==> config.mk <==
export PLATFORM = sky130hd
export DESIGN_NAME = usf_top
export DESIGN_NICKNAME = d
export VERILOG_FILES = /design/src/usf_pkg.sv /design/src/usf_fifo.sv /design/src/usf_top.sv
export SDC_FILE = /design/constraint.sdc
export NUM_CORES = 1
export LEC_CHECK = 0
export BUFFER_PORTS_ARGS = -buffer_cell sky130_fd_sc_hd__buf_2
export CORE_UTILIZATION = 65
export CTS_CLUSTER_SIZE = 28
export DETAILED_ROUTE_END_ITERATION = 12
export PLACE_DENSITY = 0.87
export SLEW_MARGIN = 10
export SYNTH_ARGS = -nofsm -noshare
export SYNTH_HDL_FRONTEND = slang
export SYNTH_SLANG_ARGS = --single-unit
==> constraint.sdc <==
create_clock -name core_clk -period 5.5 [get_ports core_clk]
set_input_delay 1.1 -clock core_clk [delete_from_list [all_inputs] [get_ports core_clk]]
set_output_delay 1.1 -clock core_clk [all_outputs]
set_load 0.1 [all_outputs]
==> src/usf_pkg.sv <==
// Package for the serial status flag block: register map, field layout, constants
`default_nettype none
package usf_pkg;
    // ****************************************************************
    // Register offsets
    // ****************************************************************
    localparam logic [7:0] STAT_CTRL_OFFS = 8'h00;
    localparam logic [7:0] MODE_OFFS = 8'h04;
    localparam logic [7:0] RXDATA_OFFS = 8'h08;
    localparam logic [7:0] TXDATA_OFFS = 8'h0C;
    // ****************************************************************
    // Field positions in the status and control word
    // ****************************************************************
    localparam int TX_DONE_BIT = 8;
    localparam int RXSEL_LSB = 6;
    localparam int ADDR_EN_BIT = 5;
    localparam int RX_IDLE_BIT = 4;
    localparam int PARITY_ERR_FLAG_BIT = 3;
    localparam int FRAMING_ERR_FLAG_BIT = 2;
    localparam int OVR_BIT = 1;
    localparam int AVAIL_BIT = 0;
    localparam logic [31:0] STAT_CTRL_RESET = 32'h0000_0110;
    // ****************************************************************
    // Sizes and thresholds
    // ****************************************************************
    localparam int RX_DEPTH = 8;
    localparam int RX_CNT_W = 4;
    localparam logic [3:0] RX_LVL_HALF = 4'h4;
    localparam logic [3:0] RX_LVL_3Q = 4'h6;
    localparam int TX_DEPTH = 4;
    localparam int CHAR_W = 9;
    localparam logic [15:0] BAUD_DIV_RESET = 16'h0015;

    typedef enum logic [1:0] {
        RXSEL_ANY = 2'b00,
        RXSEL_HALF = 2'b01,
        RXSEL_3Q = 2'b10,
        RXSEL_RSVD = 2'b11
    } usf_rxsel_type;

    typedef enum logic [1:0] {
        FMT_8N = 2'b00,
        FMT_8E = 2'b01,
        FMT_8O = 2'b10,
        FMT_9N = 2'b11
    } usf_fmt_type;

    typedef struct packed {
        logic [8:0] data;
        logic parity_err_flag;
        logic framing_err_flag;
    } usf_rxchar_type;
endpackage
`default_nettype wire

==> src/usf_fifo.sv <==
// Parameterised valid/ready FIFO used in the transmit data path
`timescale 1ns/1ps
`default_nettype none
module usf_fifo #(
    parameter int WIDTH = 9,
    parameter int DEPTH = 4
) (
    input wire logic core_clk,
    input wire logic resetn,
    input wire logic flush,
    input wire logic in_valid,
    output logic in_ready,
    input wire logic [WIDTH-1:0] in_data,
    output logic out_valid,
    input wire logic out_ready,
    output logic [WIDTH-1:0] out_data
);
    localparam int AW = $clog2(DEPTH);
    logic [WIDTH-1:0] mem_ff [DEPTH];
    logic [AW-1:0] wr_ff;
    logic [AW-1:0] rd_ff;
    logic [AW:0] cnt_ff;
    logic push;
    logic pop;

    assign in_ready = (cnt_ff != (AW+1)'(DEPTH));
    assign out_valid = (cnt_ff != '0);
    assign push = in_valid && in_ready;
    assign pop = out_valid && out_ready;
    assign out_data = mem_ff[rd_ff];

    always_ff @(posedge core_clk) begin
        if (push) begin
            mem_ff[wr_ff] <= in_data;
        end
    end

    always_ff @(posedge core_clk) begin
        if (!resetn || flush) begin
            wr_ff <= '0;
            rd_ff <= '0;
            cnt_ff <= '0;
        end else begin
            if (push) begin
                wr_ff <= (wr_ff == AW'(DEPTH-1)) ? '0 : wr_ff + 1'b1;
            end
            if (pop) begin
                rd_ff <= (rd_ff == AW'(DEPTH-1)) ? '0 : rd_ff + 1'b1;
            end
            cnt_ff <= cnt_ff + (AW+1)'(push) - (AW+1)'(pop);
        end
    end
endmodule // usf_fifo
`default_nettype wire

==> src/usf_top.sv <==
// Serial port with status/control flags, receive buffer and APB registers
// ****************************************************************
// Overview of operation
// - Transmit-done reads 1 only when shifter and transmit buffer are both empty.
// - Receive flag threshold: 00 one char, 01 four, 10 six, 11 reserved.
// - With address detect on, a 9-bit char with bit 8 set is an address.
// - Address detect enable has no effect outside the 9-bit format.
// - Receiver idle flag is 1 when idle, 0 during a character.
// - Parity error flag shows the parity status of the current character.
// - Framing error flag shows a bad stop bit on the current character.
// - Overrun flag is set by hardware only; only a software zero clears it.
// - Overrun sets when a character arrives with the receive buffer full.
// - Clearing a set overrun flag empties the receive buffer and shifter.
// - Data-available reads 1 while the receive buffer holds any character.
// - Format code 11 selects nine data bits without parity.
// ****************************************************************
`timescale 1ns/1ps
`default_nettype none
module usf_top (
    input wire logic core_clk,
    input wire logic resetn,
    input wire logic psel,
    input wire logic penable,
    input wire logic pwrite,
    input wire logic [7:0] paddr,
    input wire logic [31:0] pwdata,
    output logic [31:0] prdata,
    output logic pready,
    output logic pslverr,
    input wire logic rx_pin,
    output logic tx_pin,
    output logic rx_irq,
    output logic addr_char_seen
);
    import usf_pkg::*;

    // ****************************************************************
    // Registers
    // ****************************************************************
    logic [1:0] rx_irq_threshold_sel_ff;
    logic addr_char_detect_en_ff;
    logic rx_overrun_flag_ff;
    usf_fmt_type parity_data_format_ff;
    logic [15:0] baud_div_ff;
    logic [2:0] rx_sync_ff;
    logic rx_in_ff;
    usf_rxchar_type rx_mem_ff [RX_DEPTH];
    logic [2:0] rx_wr_ff;
    logic [2:0] rx_rd_ff;
    logic [RX_CNT_W-1:0] rx_cnt_ff;
    logic [15:0] tick_cnt_ff;
    logic tick;
    logic [3:0] rx_ph_ff;
    logic [3:0] rx_bit_ff;
    logic [10:0] rx_shift_reg;
    logic rx_busy_ff;
    logic rx_done;
    logic [3:0] tx_ph_ff;
    logic [3:0] tx_bit_ff;
    logic [11:0] tx_sh_ff;
    logic tx_busy_ff;
    logic [31:0] prdata_ff;
    logic wr_en;
    logic rd_en;
    logic ovr_clear;
    logic tx_push;
    logic tx_push_ready;
    logic tx_q_valid;
    logic [CHAR_W-1:0] tx_q_data;
    logic tx_load;
    logic nine_bit;
    logic has_par;
    logic [3:0] frame_bits;
    logic rx_pop;
    logic rx_full;
    logic exp_par;
    usf_rxchar_type rx_head;
    usf_rxchar_type rx_new;
    logic [31:0] stat_word;

    assign nine_bit = (parity_data_format_ff == FMT_9N);
    assign has_par = (parity_data_format_ff == FMT_8E) || (parity_data_format_ff == FMT_8O);
    // Data bits plus optional parity plus stop
    assign frame_bits = (nine_bit || has_par) ? 4'hA : 4'h9;

    // ****************************************************************
    // APB slave, zero wait states
    // ****************************************************************
    assign pready = 1'b1;
    assign pslverr = 1'b0;
    assign wr_en = psel && penable && pwrite;
    assign rd_en = psel && penable && !pwrite;
    assign prdata = prdata_ff;
    assign ovr_clear = wr_en && (paddr == STAT_CTRL_OFFS) && !pwdata[OVR_BIT] && rx_overrun_flag_ff;
    // Full queue drops the write silently
    assign tx_push = wr_en && (paddr == TXDATA_OFFS) && tx_push_ready;
    assign rx_pop = rd_en && (paddr == RXDATA_OFFS) && (rx_cnt_ff != '0);

    always_ff @(posedge core_clk) begin
        if (!resetn) begin
            rx_irq_threshold_sel_ff <= RXSEL_ANY;
            addr_char_detect_en_ff <= 1'b0;
            parity_data_format_ff <= FMT_8N;
            baud_div_ff <= BAUD_DIV_RESET;
        end else if (wr_en && paddr == STAT_CTRL_OFFS) begin
            rx_irq_threshold_sel_ff <= pwdata[RXSEL_LSB +: 2];
            addr_char_detect_en_ff <= pwdata[ADDR_EN_BIT];
        end else if (wr_en && paddr == MODE_OFFS) begin
            parity_data_format_ff <= usf_fmt_type'(pwdata[1:0]);
            baud_div_ff <= pwdata[31:16];
        end
    end

    always_comb begin
        stat_word = '0;
        stat_word[TX_DONE_BIT] = !tx_busy_ff && !tx_q_valid;
        stat_word[RXSEL_LSB +: 2] = rx_irq_threshold_sel_ff;
        stat_word[ADDR_EN_BIT] = addr_char_detect_en_ff;
        stat_word[RX_IDLE_BIT] = !rx_busy_ff;
        stat_word[PARITY_ERR_FLAG_BIT] = (rx_cnt_ff != '0) && rx_head.parity_err_flag;
        stat_word[FRAMING_ERR_FLAG_BIT] = (rx_cnt_ff != '0) && rx_head.framing_err_flag;
        stat_word[OVR_BIT] = rx_overrun_flag_ff;
        stat_word[AVAIL_BIT] = (rx_cnt_ff != '0);
    end

    always_ff @(posedge core_clk) begin
        if (!resetn) begin
            prdata_ff <= '0;
        end else if (psel && !penable && !pwrite) begin
            unique case (paddr)
                STAT_CTRL_OFFS: prdata_ff <= stat_word;
                MODE_OFFS: prdata_ff <= {baud_div_ff, 14'h0000, parity_data_format_ff};
                RXDATA_OFFS: prdata_ff <= {23'h00_0000, rx_head.data};
                default: prdata_ff <= '0;
            endcase
        end
    end

    // ****************************************************************
    // Baud tick, 16 ticks per bit
    // ****************************************************************
    always_ff @(posedge core_clk) begin
        if (!resetn || tick_cnt_ff >= baud_div_ff) begin
            tick_cnt_ff <= '0;
        end else begin
            tick_cnt_ff <= tick_cnt_ff + 16'h0001;
        end
    end
    assign tick = resetn && (tick_cnt_ff >= baud_div_ff);

    // ****************************************************************
    // Receiver
    // ****************************************************************
    // Three stages; a level counts once the last two agree
    always_ff @(posedge core_clk) begin
        if (!resetn) begin
            rx_sync_ff <= 3'b111;
            rx_in_ff <= 1'b1;
        end else begin
            rx_sync_ff <= {rx_sync_ff[1:0], rx_pin};
            if (rx_sync_ff[1] == rx_sync_ff[2]) begin
                rx_in_ff <= rx_sync_ff[2];
            end
        end
    end

    // Shifter drops its frame on an overrun clear
    always_ff @(posedge core_clk) begin
        if (!resetn || ovr_clear) begin
            rx_busy_ff <= 1'b0;
            rx_ph_ff <= '0;
            rx_bit_ff <= '0;
            rx_shift_reg <= '0;
        end else if (tick) begin
            if (!rx_busy_ff) begin
                if (!rx_in_ff) begin
                    rx_busy_ff <= 1'b1;
                    rx_ph_ff <= 4'h0;
                    rx_bit_ff <= 4'h0;
                end
            end else begin
                rx_ph_ff <= rx_ph_ff + 4'h1;
                if (rx_ph_ff == 4'h7) begin
                    if (rx_bit_ff == 4'h0 && rx_in_ff) begin
                        rx_busy_ff <= 1'b0; // False start
                    end else begin
                        if (rx_bit_ff != 4'h0) begin
                            rx_shift_reg <= {rx_in_ff, rx_shift_reg[10:1]};
                        end
                        if (rx_bit_ff == frame_bits) begin
                            rx_busy_ff <= 1'b0;
                        end
                        rx_bit_ff <= rx_bit_ff + 4'h1;
                    end
                end
            end
        end
    end
    assign rx_done = tick && rx_busy_ff && (rx_ph_ff == 4'h7) && (rx_bit_ff == frame_bits) && !ovr_clear;

    // Realign the captured bits: last data or parity bit at the top, data below; stop taken from rx_in_ff
    always_comb begin
        rx_new = '0;
        rx_new.framing_err_flag = !rx_in_ff;
        exp_par = 1'b0;
        if (nine_bit) begin
            rx_new.data = rx_shift_reg[10:2];
        end else if (has_par) begin
            rx_new.data = {1'b0, rx_shift_reg[9:2]};
            exp_par = ^rx_shift_reg[9:2] ^ (parity_data_format_ff == FMT_8O);
            rx_new.parity_err_flag = (rx_shift_reg[10] != exp_par);
        end else begin
            rx_new.data = {1'b0, rx_shift_reg[10:3]};
        end
    end

    // ****************************************************************
    // Receive buffer, eight entries
    // ****************************************************************
    assign rx_full = (rx_cnt_ff == 4'(RX_DEPTH));
    assign rx_head = rx_mem_ff[rx_rd_ff];

    always_ff @(posedge core_clk) begin
        if (rx_done && !rx_full) begin
            rx_mem_ff[rx_wr_ff] <= rx_new;
        end
    end

    // Full buffer keeps old data; new character is dropped
    always_ff @(posedge core_clk) begin
        if (!resetn || ovr_clear) begin
            rx_wr_ff <= '0;
            rx_rd_ff <= '0;
            rx_cnt_ff <= '0;
        end else begin
            if (rx_done && !rx_full) begin
                rx_wr_ff <= rx_wr_ff + 3'h1;
            end
            if (rx_pop) begin
                rx_rd_ff <= rx_rd_ff + 3'h1;
            end
            rx_cnt_ff <= rx_cnt_ff + RX_CNT_W'(rx_done && !rx_full) - RX_CNT_W'(rx_pop);
        end
    end

    // Set only by hardware; the write of zero is the sole clear
    always_ff @(posedge core_clk) begin
        if (!resetn) begin
            rx_overrun_flag_ff <= 1'b0;
        end else if (rx_done && rx_full) begin
            rx_overrun_flag_ff <= 1'b1;
        end else if (ovr_clear) begin
            rx_overrun_flag_ff <= 1'b0;
        end
    end

    always_comb begin
        unique case (usf_rxsel_type'(rx_irq_threshold_sel_ff))
            RXSEL_ANY: rx_irq = (rx_cnt_ff != '0);
            RXSEL_HALF: rx_irq = (rx_cnt_ff >= RX_LVL_HALF);
            RXSEL_3Q: rx_irq = (rx_cnt_ff >= RX_LVL_3Q);
            RXSEL_RSVD: rx_irq = 1'b0;
        endcase
    end

    // Address flag only meaningful in the 9-bit format
    assign addr_char_seen = (rx_cnt_ff != '0) && addr_char_detect_en_ff && nine_bit
        && rx_head.data[8];

    // ****************************************************************
    // Transmitter
    // ****************************************************************
    usf_fifo #(
        .WIDTH(CHAR_W),
        .DEPTH(TX_DEPTH)
    ) u_tx_fifo (
        .core_clk(core_clk),
        .resetn(resetn),
        .flush(1'b0),
        .in_valid(tx_push),
        .in_ready(tx_push_ready),
        .in_data(pwdata[CHAR_W-1:0]),
        .out_valid(tx_q_valid),
        .out_ready(tx_load),
        .out_data(tx_q_data)
    );
    assign tx_load = tick && !tx_busy_ff;

    always_ff @(posedge core_clk) begin
        if (!resetn) begin
            tx_busy_ff <= 1'b0;
            tx_sh_ff <= 12'hFFF;
            tx_ph_ff <= '0;
            tx_bit_ff <= '0;
        end else if (tx_load && tx_q_valid) begin
            tx_busy_ff <= 1'b1;
            tx_ph_ff <= '0;
            tx_bit_ff <= '0;
            if (nine_bit) begin
                tx_sh_ff <= {2'b11, tx_q_data, 1'b0};
            end else if (has_par) begin
                tx_sh_ff <= {2'b11, ^tx_q_data[7:0] ^ (parity_data_format_ff == FMT_8O), tx_q_data[7:0], 1'b0};
            end else begin
                tx_sh_ff <= {3'b111, tx_q_data[7:0], 1'b0};
            end
        end else if (tick && tx_busy_ff) begin
            tx_ph_ff <= tx_ph_ff + 4'h1;
            if (tx_ph_ff == 4'hF) begin
                tx_sh_ff <= {1'b1, tx_sh_ff[11:1]};
                tx_bit_ff <= tx_bit_ff + 4'h1;
                if (tx_bit_ff == frame_bits) begin
                    tx_busy_ff <= 1'b0;
                end
            end
        end
    end
    assign tx_pin = tx_sh_ff[0];

    // ****************************************************************
    // Checks
    // ****************************************************************
    a_tx_done_flag: assert property (@(posedge core_clk) disable iff (!resetn)
        (tx_busy_ff || tx_q_valid) |-> !stat_word[TX_DONE_BIT]) else $error("tx done set while busy");
    a_irq_half_level: assert property (@(posedge core_clk) disable iff (!resetn)
        (rx_irq_threshold_sel_ff == 2'b01) |-> (rx_irq == (rx_cnt_ff >= 4'h4))) else $error("half level");
    a_irq_3q_level: assert property (@(posedge core_clk) disable iff (!resetn)
        (rx_irq_threshold_sel_ff == 2'b10 && rx_cnt_ff == 4'h5) |-> !rx_irq) else $error("3q level");
    a_addr_fmt_gate: assert property (@(posedge core_clk) disable iff (!resetn)
        !nine_bit |-> !addr_char_seen) else $error("address flag outside 9-bit");
    a_ovr_sets_full: assert property (@(posedge core_clk) disable iff (!resetn)
        (rx_done && rx_full) |=> rx_overrun_flag_ff) else $error("overrun not set");
    a_ovr_sticky_hold: assert property (@(posedge core_clk) disable iff (!resetn)
        (rx_overrun_flag_ff && !ovr_clear) |=> rx_overrun_flag_ff) else $error("overrun lost");
    a_ovr_clear_flush: assert property (@(posedge core_clk) disable iff (!resetn)
        ovr_clear |=> (rx_cnt_ff == '0 && !rx_busy_ff)) else $error("flush failed");
    a_avail_tracks: assert property (@(posedge core_clk) disable iff (!resetn)
        (rx_done && !rx_full && !rx_pop) |=> stat_word[AVAIL_BIT]) else $error("avail not set");
    a_buf_depth: assert property (@(posedge core_clk) disable iff (!resetn)
        rx_cnt_ff <= 4'h8) else $error("buffer overfilled");
endmodule // usf_top
`default_nettype wire

==> results.cfg <==
[outcome]
outcome = completed

[min_path]
min_to = rx_sync_ff[1]
worstHoldPathType = register to register
min_from = rx_sync_ff[0]
hold_depth = 1

[sta]
period_minus_slack_ns = 3.87
hold_violations = 0
setup_tns_ns = 0
setup_violations = 0
fin_skew_ns = 0.0174
drv_slew = 0
hold_slack_ns = 0.411
fin_crit_sh_pct = 70.4
rsz0062_at_grt = no
worst_pin_slew_ns = 0.917
slew_headroom_pct = 38.7
timing.fmax_mhz = 258

[job]
drv_cap = 0

[clock_network]
clock-sinks = 250
post_cts_resized = 0
path_clk_slew_ns = 0.06
htree_levels = 1
tritoncts = done
cts_root_buf = clkbuf_16
post-cts-setup-buffer-count = 0
insertion_delay_ns = 0.52
numCtsBuffers = 25
postCtsHoldBufs = 0
cts_max_path_buffers = 3

[place]
dpl_cell_area_um2 = 11300
portBuffers = 66
globalplace.congestion = 0.820
hpwl_mm = 15.2

[cells_and_area]
area_growth_pct = 11.4
num_antenna_cells = 0
largest_reg_flops = 88
final_area_um2 = 12100
layout-drive-gt1-share_pct = 16.7
top_register = rx_mem_ff
n_fill_cell = 1016
final_core_util_pct = 75.1
final_nets = 1071

[detailed_routing]
drt_iter0_markers = 643
wire_per_inst_um = 19.2
vias_per_cell = 6.07
drcViolationCount = 0
dr.pass1.iters = 5
routed_wl_mm = 23.3
ant_nets = 0
via_count = 7371

[global_route]
antenna_found_initial = 0
track_usage_pct = 27.5
grt_pass1_vias = 7392
grt_pass1_wl_mm = 37.6
grt_max_degree = 61
gr-total-overflow = 0

[setup_path]
crit_family = compound AO/OA/AOI/OAI gates
crit_chain = inv_1 -> ha_1 -> nand2b_1 -> a2111oi_1 -> o31ai_2 -> a41o_1 -> nand2_1 -> nor2_1 -> ha_1 -> inv_1 -> ha_1 -> fa_1 -> xnor2_1 -> nor2_1
cp-end-kind = register
crit_top_cell = ha_1
ff2ff_setup_slack_ns = 1.63
criticalPathCategory = register to register
cp_max_fo = 13
crit_buf_inv = 2
worstReg2RegEnd = u_tx_fifo.cnt_ff[2]
worst_ep_arrival_time_ns = 4.24
max_stage_delay_ns = 0.53
r2r_start = tick_cnt_ff[0]
crit_slowest_cell = a2111oi_1
critPathRequiredTime_ns = 5.87
worst_setup_path_start_kind = register
r2r_cells = 14

[synthesis]
synth-edff-count = 124
synth_seq_cells = 250
ys_seq_area_share_pct = 57.5
synthTopCellsByArea = edfxtp_1 (34%), dfxtp_1 (23%), mux4_2 (6.4%), ha_1 (4.9%), nor2_1 (4.0%)
synthCells = 916
synth_area_per_cell_um2 = 11.9
synth_cell_type_count = 63
netlist_area_um2 = 10900
ys.warnings.count = 0
synth_top_flop_cell = dfxtp_1
yosys.area.top_type = edfxtp_1
async_flop_share_pct = 0
synth_top_area_share_pct = 34.3

[floorplanning]
die_x_um = 131
io_pins = 83
design.core.area_um2 = 16100
rows = 46
dieHeight_um = 131
die_area_um2 = 17200
start_util_pct = 67.4

[power]
ir_worst_vdd_mv = 0.386
p_per_area_nw_per_um2 = 300
p_leak_uw = 0.00464
## routing by layer
layer / share of wire, % / track usage (%)
met1: 42 / 36.5
met2: 50 / 47.0
met3: 6.0 / 3.47
met4: 2.7 / 9.69
met5: 0 / 0
## cells in the final DEF (no fill, tap or decap), types with 18 or more instances in the layout
cell and count:
edfxtp_1 124, buf_2 66, mux4_2 31, a22oi_1 20
inv_1 35, clkbuf_16 25, a21oi_1 48, nor2_1 116
nand3_1 24, o21ai_0 18, nand2_1 78, ha_1 43
mux2i_1 24, xnor2_1 30, dfxtp_1 126
## final cells by class
class | count | area (um^2) | area share, %
Clock buffer | 42 | 739 | 6.11
Clock inverter | 4 | 23.8 | 0.196
Inverter | 36 | 135 | 1.12
Multi-Input combinational cell | 586 | 4250 | 35.1
Sequential cell | 250 | 6250 | 51.6
Tap cell | 216 | 270 | 2.23
Timing Repair Buffer | 81 | 443 | 3.66
## through the flow
step	power (uW)	std cells	setup WS, ns
floorplan	2060	923	1.50
global placement	2080	1169	1.47
detailed placement	2090	1169	1.38
CTS	3650	1215	1.63
global route	3730	1215	1.39
finish	3630	1215	1.63
## worst max-delay path by stage
stage	start	to	depth (start not counted)
2_1_floorplan	rx_cnt_ff[2]	rx_irq	5
3_5_place_dp	paddr[1]	rx_cnt_ff[3]	12
6_report	tick_cnt_ff[0]	u_tx_fifo.cnt_ff[2]	14
3_3_place_gp	paddr[1]	rx_cnt_ff[3]	12
4_1_cts	tick_cnt_ff[0]	u_tx_fifo.cnt_ff[2]	14
5_1_grt	tick_cnt_ff[0]	u_tx_fifo.cnt_ff[2]	14
## cell families after synthesis
| logic type | synth area share (%) |
|---|---|
| flops | 57.5 |
| xor+xnor | 3.22 |
| other cells | 0.0691 |
| mux | 9.57 |
| buf+inv | 3.65 |
| fa+ha+maj | 5.32 |
| compound gates | 7.92 |
| simple gates | 12.8 |
## synthesized netlist by cell type (all sizes together) (3+ instances only)
cell type	instances
nor3	11
nor2	117
a21oi	48
mux4	31
xor2	10
a21o	4
nand3b	6
o22ai	5
clkbuf	32
nand2b	9
xnor2	30
mux2	9
nand4b	3
and3	8
mux2i	24
o211ai	3
and2	10
inv	35
nand3	27
dfxtp	126
buf	19
nand2	78
a22oi	20
nor2b	3
ha	43
o21ai	18
nor3b	8
o311ai	8
nand4	6
edfxtp	124
a211oi	9
nor4	4
## power by group
group / total, uW / leakage (uW) / switching [uW] / internal (uW)
sequential: 1950 / 0.00236 / 4.06 / 1940
clock: 1590 / 0.000374 / 675 / 912
combinational: 98.3 / 0.00191 / 77.0 / 21.3
(Power assumes the default switching activity.)
